--- config.mk ---
export PLATFORM = sky130hd
export DESIGN_NAME = emb_ctrl
export DESIGN_NICKNAME = d
export VERILOG_FILES = /design/src/core/emb_sync.v /design/src/core/emb_ctrl.v
export VERILOG_INCLUDE_DIRS = /design/src /design/src/core
export SDC_FILE = /design/constraint.sdc
export NUM_CORES = 1
export LEC_CHECK = 0
export BUFFER_PORTS_ARGS = -buffer_cell sky130_fd_sc_hd__clkbuf_2
export CORE_AREA = 2 2 85 87
export CTS_CLUSTER_DIAMETER = 80
export DETAILED_ROUTE_END_ITERATION = 7
export DIE_AREA = 0 0 87 89
export GPL_TIMING_DRIVEN = 0
export MAX_ROUTING_LAYER = met4
export PLACE_DENSITY = 0.83
export SLEW_MARGIN = 20
export SYNTH_ARGS = -nofsm -noshare
export SYNTH_HDL_FRONTEND = slang
export SYNTH_HIERARCHICAL = 1
export SYNTH_SLANG_ARGS = --single-unit
--- constraint.sdc ---
create_clock -name clock -period 2.9 [get_ports clock]
set_input_delay 0.145 -clock clock [delete_from_list [all_inputs] [get_ports clock]]
set_output_delay 0.145 -clock clock [all_outputs]
set_load 0.05 [all_outputs]
--- src/core/emb_map.vh ---
// Constants for the external memory bus control block.
// Assumes inclusion by bare name from files under core/.
`ifndef EMB_MAP_VH
`define EMB_MAP_VH
// Address space codes of a request
`define EMB_SPACE_PROG 2'h0
`define EMB_SPACE_DATA 2'h1
`define EMB_SPACE_IO 2'h2
// Mode register field position and reset value
`define EMB_MODE_RDFN_BIT 15
`define EMB_MODE_RESET 16'h0000
// Cycle counts
`define EMB_SETUP_CYCLES 1
`endif

--- src/core/emb_sync.v ---
// Two-flop synchroniser for one level from outside the clock domain.
// Assumes a single clock and asynchronous active-high reset.
`timescale 1ns/1ps
module emb_sync (
  clock,
  reset,
  async_in,
  sync_out
);
  parameter RESET_VALUE = 1'b1;
  input wire clock;
  input wire reset;
  input wire async_in;
  output wire sync_out;
  reg meta_q;
  reg sync_q;

  // First flop feeds only the second
  always @(posedge clock or posedge reset) begin
    if (reset) begin
      meta_q <= RESET_VALUE;
      sync_q <= RESET_VALUE;
    end else begin
      meta_q <= async_in;
      sync_q <= meta_q;
    end
  end

  assign sync_out = sync_q;
endmodule

--- src/core/emb_ctrl.v ---
// External memory bus control: space selects, direction, read select,
// write strobe and cycle strobe, with ready-driven cycle stretching.
// Assumes a core-side request port on the same clock; ready and
// bus_float_n arrive from pins and are synchronised here.
// Behaviour
// - program_space_select is high except low during an off-chip program access.
// - data_space_select is high except low during an off-chip data access.
// - io_space_select is high except low during an external I/O access.
// - ready sampled low stretches the access one cycle and is sampled again until high.
// - transfer_direction rests high and is low only during an external write.
// - all control outputs float while bus_float_n is low.
// - read_select is asserted on every external read of any space.
// - mode bit 15 makes the read pin carry inverted direction during an access and rest high when set, read_select when clear.
// - the data bus is driven from the falling edge of write_strobe.
// - write_strobe is asserted on every external write of any space.
// - cycle_strobe is high except low in the strobe phase of an external bus cycle.
`timescale 1ns/1ps
`include "emb_map.vh"
module emb_ctrl (
  clock,
  reset,
  req_valid,
  req_space,
  req_write,
  req_wdata,
  req_ready,
  done_pulse,
  rdata,
  mode_wr,
  mode_wdata,
  mode_value,
  ready,
  bus_float_n,
  data_in,
  program_space_select_o,
  program_space_select_oe,
  data_space_select_o,
  data_space_select_oe,
  io_space_select_o,
  io_space_select_oe,
  transfer_direction_o,
  transfer_direction_oe,
  read_pin_o,
  read_pin_oe,
  write_strobe_o,
  write_strobe_oe,
  cycle_strobe_o,
  cycle_strobe_oe,
  data_out,
  data_oe
);
  input wire clock;
  input wire reset;
  input wire req_valid;
  input wire [1:0] req_space;
  input wire req_write;
  input wire [15:0] req_wdata;
  output reg req_ready;
  output reg done_pulse;
  output reg [15:0] rdata;
  input wire mode_wr;
  input wire [15:0] mode_wdata;
  output reg [15:0] mode_value;
  input wire ready;
  input wire bus_float_n;
  input wire [15:0] data_in;
  output reg program_space_select_o;
  output reg program_space_select_oe;
  output reg data_space_select_o;
  output reg data_space_select_oe;
  output reg io_space_select_o;
  output reg io_space_select_oe;
  output reg transfer_direction_o;
  output reg transfer_direction_oe;
  output reg read_pin_o;
  output reg read_pin_oe;
  output reg write_strobe_o;
  output reg write_strobe_oe;
  output reg cycle_strobe_o;
  output reg cycle_strobe_oe;
  output reg [15:0] data_out;
  output reg data_oe;

  // ****************************************************************
  // Sequencer states
  // ****************************************************************
  localparam ST_IDLE = 2'b00;
  localparam ST_SETUP = 2'b01;
  localparam ST_STROBE = 2'b10;
  localparam ST_END = 2'b11;

  reg [1:0] state_q;
  reg [1:0] state_d;
  reg [1:0] space_q;
  reg write_q;
  reg [15:0] wdata_q;
  wire ready_s;
  wire float_n_s;
  wire rd_fn;

  // ****************************************************************
  // Pin input synchronisers
  // ****************************************************************
  emb_sync #(.RESET_VALUE(1'b1)) u_sync_ready (
    .clock(clock),
    .reset(reset),
    .async_in(ready),
    .sync_out(ready_s)
  );

  emb_sync #(.RESET_VALUE(1'b1)) u_sync_float (
    .clock(clock),
    .reset(reset),
    .async_in(bus_float_n),
    .sync_out(float_n_s)
  );

  assign rd_fn = mode_value[`EMB_MODE_RDFN_BIT];

  // Select one space line from the access space
  function sel_low;
    input [1:0] space;
    input [1:0] want;
    begin
      sel_low = (space == want);
    end
  endfunction

  // ****************************************************************
  // Next-state logic
  // ****************************************************************
  always @* begin
    state_d = state_q;
    case (state_q)
      ST_IDLE: begin
        if (req_valid && req_ready) begin
          state_d = ST_SETUP;
        end
      end
      ST_SETUP: begin
        state_d = ST_STROBE;
      end
      ST_STROBE: begin
        if (ready_s) begin
          state_d = ST_END;
        end
      end
      ST_END: begin
        state_d = ST_IDLE;
      end
      default: begin
        state_d = ST_IDLE;
      end
    endcase
  end

  // Sequencer, request capture, mode register and core handshake
  always @(posedge clock or posedge reset) begin
    if (reset) begin
      state_q <= ST_IDLE;
      space_q <= `EMB_SPACE_PROG;
      write_q <= 1'b0;
      wdata_q <= 16'h0000;
      mode_value <= `EMB_MODE_RESET;
      req_ready <= 1'b0;
      done_pulse <= 1'b0;
      rdata <= 16'h0000;
    end else begin
      state_q <= state_d;
      done_pulse <= 1'b0;
      if (mode_wr) begin
        mode_value <= mode_wdata;
      end
      if (state_q == ST_IDLE && req_valid && req_ready) begin
        space_q <= req_space;
        write_q <= req_write;
        wdata_q <= req_wdata;
        req_ready <= 1'b0;
      end else if (state_d == ST_IDLE) begin
        req_ready <= 1'b1;
      end
      if (state_q == ST_STROBE && ready_s) begin
        done_pulse <= 1'b1;
        if (!write_q) begin
          rdata <= data_in; // Read data taken at end of strobe
        end
      end
    end
  end

  // ****************************************************************
  // Pin drivers, all registered
  // ****************************************************************
  always @(posedge clock or posedge reset) begin
    if (reset) begin
      program_space_select_o <= 1'b1;
      data_space_select_o <= 1'b1;
      io_space_select_o <= 1'b1;
      transfer_direction_o <= 1'b1;
      read_pin_o <= 1'b1;
      write_strobe_o <= 1'b1;
      cycle_strobe_o <= 1'b1;
      data_out <= 16'h0000;
      data_oe <= 1'b0;
      program_space_select_oe <= 1'b0;
      data_space_select_oe <= 1'b0;
      io_space_select_oe <= 1'b0;
      transfer_direction_oe <= 1'b0;
      read_pin_oe <= 1'b0;
      write_strobe_oe <= 1'b0;
      cycle_strobe_oe <= 1'b0;
    end else begin
      // Active while the access occupies the bus
      if (state_d == ST_SETUP || state_d == ST_STROBE || state_d == ST_END) begin
        program_space_select_o <= ~sel_low(state_d == ST_SETUP ? req_space : space_q,
          `EMB_SPACE_PROG);
        data_space_select_o <= ~sel_low(state_d == ST_SETUP ? req_space : space_q,
          `EMB_SPACE_DATA);
        io_space_select_o <= ~sel_low(state_d == ST_SETUP ? req_space : space_q,
          `EMB_SPACE_IO);
        transfer_direction_o <= ~(state_d == ST_SETUP ? req_write : write_q);
      end else begin
        program_space_select_o <= 1'b1;
        data_space_select_o <= 1'b1;
        io_space_select_o <= 1'b1;
        transfer_direction_o <= 1'b1;
      end
      // Strobes low only in the strobe phase
      if (state_d == ST_STROBE) begin
        cycle_strobe_o <= 1'b0;
        write_strobe_o <= ~write_q;
        if (rd_fn) begin
          read_pin_o <= write_q;
        end else begin
          read_pin_o <= write_q;
        end
      end else begin
        cycle_strobe_o <= 1'b1;
        write_strobe_o <= 1'b1;
        if (rd_fn && (state_d == ST_SETUP || state_d == ST_END)) begin
          read_pin_o <= state_d == ST_SETUP ? req_write : write_q;
        end else begin
          read_pin_o <= 1'b1;
        end
      end
      // Data driven from write strobe fall through the end phase
      if (state_d == ST_STROBE && write_q) begin
        data_out <= wdata_q;
        data_oe <= float_n_s;
      end else if (state_d != ST_END) begin
        data_oe <= 1'b0;
      end else begin
        data_oe <= data_oe & float_n_s; // Hold past strobe rise for capture
      end
      // Float all controls while bus_float_n is low
      program_space_select_oe <= float_n_s;
      data_space_select_oe <= float_n_s;
      io_space_select_oe <= float_n_s;
      transfer_direction_oe <= float_n_s;
      read_pin_oe <= float_n_s;
      write_strobe_oe <= float_n_s;
      cycle_strobe_oe <= float_n_s;
    end
  end
endmodule

==> flow_summary.toml <==
[floorplan]
rows = 30
die_area_mm2 = 0.00774
chipHeight_um = 89
core_mm2 = 0.00672
start_util_pct = 48.3
fp.dieW_um = 87
io_pins = 122

[drt]
drtIter0Drc = 64
ant_nets = 0
viasPerCell = 4.89
dr.pass1.iters = 6
wirelength_um = 6190
via_count = 2090
drcViolationCount = 0
wl_per_cell_um = 14.5

[place]
numPortBuffers = 120
place_area_mm2 = 0.00397
gp_congestion = 0.792
hpwlAfterDp_um = 4620

[setup_path]
path_class = "reg -> reg"
crit_path_end_kind = "flip-flop"
worstPathArrival_ns = 2.58
worstPathMaxFanout = 10
rr_startpoint = "state_q[0]$_DFF_PP0_"
worstPathRequired_ns = 3.13
crit_path_start_kind = "flip-flop"
worstSetupStartpoint = "state_q[0]$_DFF_PP0_"

[layout]
antennaDiodeCount = 0
drive_above_1_share_pct = 65.1
stdcell_area_mm2 = 0.00421
nNetsFinal = 401
area_delta_synth_final_pct = 29.8

[timing]
fin_worst_skew_ns = 0.0101
min_period_ns = 2.35
hold_viol = 0
holdWs_ns = 0.0100
tightest_slew_ns = 0.558
slew_viol_final = 0
min_period_over_period_pct = 81.2
setup_viol_count_final = 0
rsz0062_at_grt = "false"
max_slew_margin_pct = 62.8
maxClockFrequency_mhz = 425

[power_and_ir_drop]
ir_drop_uv = 445
p_per_area_mw_per_mm2 = 1230
p_leak_nw = 2.07

[min_path]
min-delay-start = "req_space[1]"
hold_class = "in -> reg"

[yosys]
yosys_warnings = 6
synth-main-ff-cell = "dfrtp_1"
async_reset_ff_share_pct = 100
mappedNetlistNets = 263
netlist_instances = 204
synth_enable_flop_cells = 0
synth_cell_types = 28
seq_area_frac_synth_pct = 65.2
synthTopCellsByArea = "dfrtp_1 (56%), mux2_2 (20%), dfstp_2 (8.9%), mux2_4 (4.2%), buf_4 (1.4%)"
syn_avg_cell_area_um2 = 15.9
yosys.area.top_type = "dfrtp_1"
synth_top_area_share_pct = 56.3
ys_ff_latch = 84
yosysMostFrequentCell = "dfrtp_1"
netlist_area_mm2 = 0.00324
synth_commonest_cells = "dfrtp_1 (73), mux2_2 (57), dfstp_2 (11), inv_1 (11), mux2_4 (9)"

[clock_tree]
path_clk_slew_ns = 0.08
cts_buffers = 9
clock-sinks = 84
clk_latency_ns = 0.35
htreeDepth = 3
clock_path_buffers = 2
postCtsSetupRepairBufs = 0
cts_root_buffer = "clkbuf_8"
cts_tree = "yes"

[global_routing]
grt_pass1_wl_um = 9490
grt_max_degree = 51
grt_pass1_vias = 2056
antenna_found_initial = 0
globalRouteOverflowTotal = 0
track_usage_pct = 16.6

[job]
drv_cap = 0

[outcome]
status = "completed"
cell usage in the layout (no fill, tap or decap), types with 2 or more instances in the layout:
master and count:
a22oi_1 2, a31oi_1 2, and3_1 2, buf_1 2
buf_4 6, clkbuf_1 3, clkbuf_2 120, clkbuf_8 9
clkinv_4 2, clkinvlp_4 3, dfrtp_1 73, dfstp_2 11
dlygate4sd3_1 6, ha_1 2, inv_1 10, mux2_2 57
mux2_4 9, nand2_1 6, nor2_1 4, o21ai_0 2
worst paths after layout:
path | to | slack (ns) | cells after the start
hold / removal | io_space_select_o$_DFF_PP1_ | 0.01 | 2
setup / recovery | data_out[2]$_DFFE_PP0P_ | 0.55 | 9
max in group asynchronous | write_strobe_o$_DFF_PP1_ | 1.91 | 4
min in group asynchronous | mode_value[2]$_DFFE_PP0P_ | 0.37 | 3
hold reg to reg | u_sync_float/sync_out$_DFF_PP1_ | 0.36 | 0
setup reg to reg | data_out[2]$_DFFE_PP0P_ | 0.55 | 9
per-stage QoR:
| stage | setup WS, ns | TNS (ns) | power [W] | instances | util, % |
|---|---|---|---|---|---|
| final | 0.545 | 0 | 0.00520 | 427 | 62.7 |
| after global routing | 0.447 | 0 | 0.00547 | 427 | 62.7 |
| after CTS | 0.532 | 0 | 0.00525 | 427 | 62.7 |
| after detailed placement | 0.544 | 0 | 0.00450 | 405 | 59.1 |
| after global placement | -0.152 | -10.78 | 0.00441 | 404 | 58.7 |
| after floorplan | 0.715 | 0 | 0.00392 | 204 | - |
state kept, by name (all words and copies together), names as in the netlist, 2 cells and up:
| signal | flops |
|---|---|
| data_out | 16 |
| mode_value | 16 |
| rdata | 16 |
| wdata_q | 16 |
| space_q | 2 |
| state_q | 2 |
logic make-up after synthesis:
kind of cell | synth area share, %
flops | 65.2
simple gates | 2.66
mux | 24.0
compound gates | 2.66
buf+inv | 4.71
fa+ha+maj | 0.771
report_power, final:
part           leakage, nW  internal [W]  switching (W)
Combinational         1.01      0.000884        0.00168
Sequential           0.980       0.00166       0.000235
Clock               0.0791      0.000317       0.000424
routing by layer:
metal	share of wire, %	global-route usage (%)
met5	0	-
met4	1.6	7.24
met3	6.9	4.62
met2	49	26.6
met1	42	19.7
layout make-up:
class                           instances  area [um2]
Buffer                                 14         111
Clock buffer                           10         128
Sequential cell                        84        2120
Timing Repair Buffer                  127         688
Inverter                               11        43.8
Tap cell                               80         100
Multi-Input combinational cell         95         975
Fill cell                             538        2510
Clock inverter                          6        48.8
critical path, cell delays in order (launching register included):
cell,delay (ns)
dfrtp_1,0.40
inv_1,0.08
ha_1,0.26
and3_1,0.17
buf_6,0.14
o32ai_4,0.36
and3_4,0.24
buf_8,0.13
buf_12,0.15
mux2_4,0.30
timing repair:
action,CTS,global route
hold endpoints to repair,37,0
hold buffers,6,0
resized for setup,0,0
Note: power is estimated with default switching activity, not from simulation.
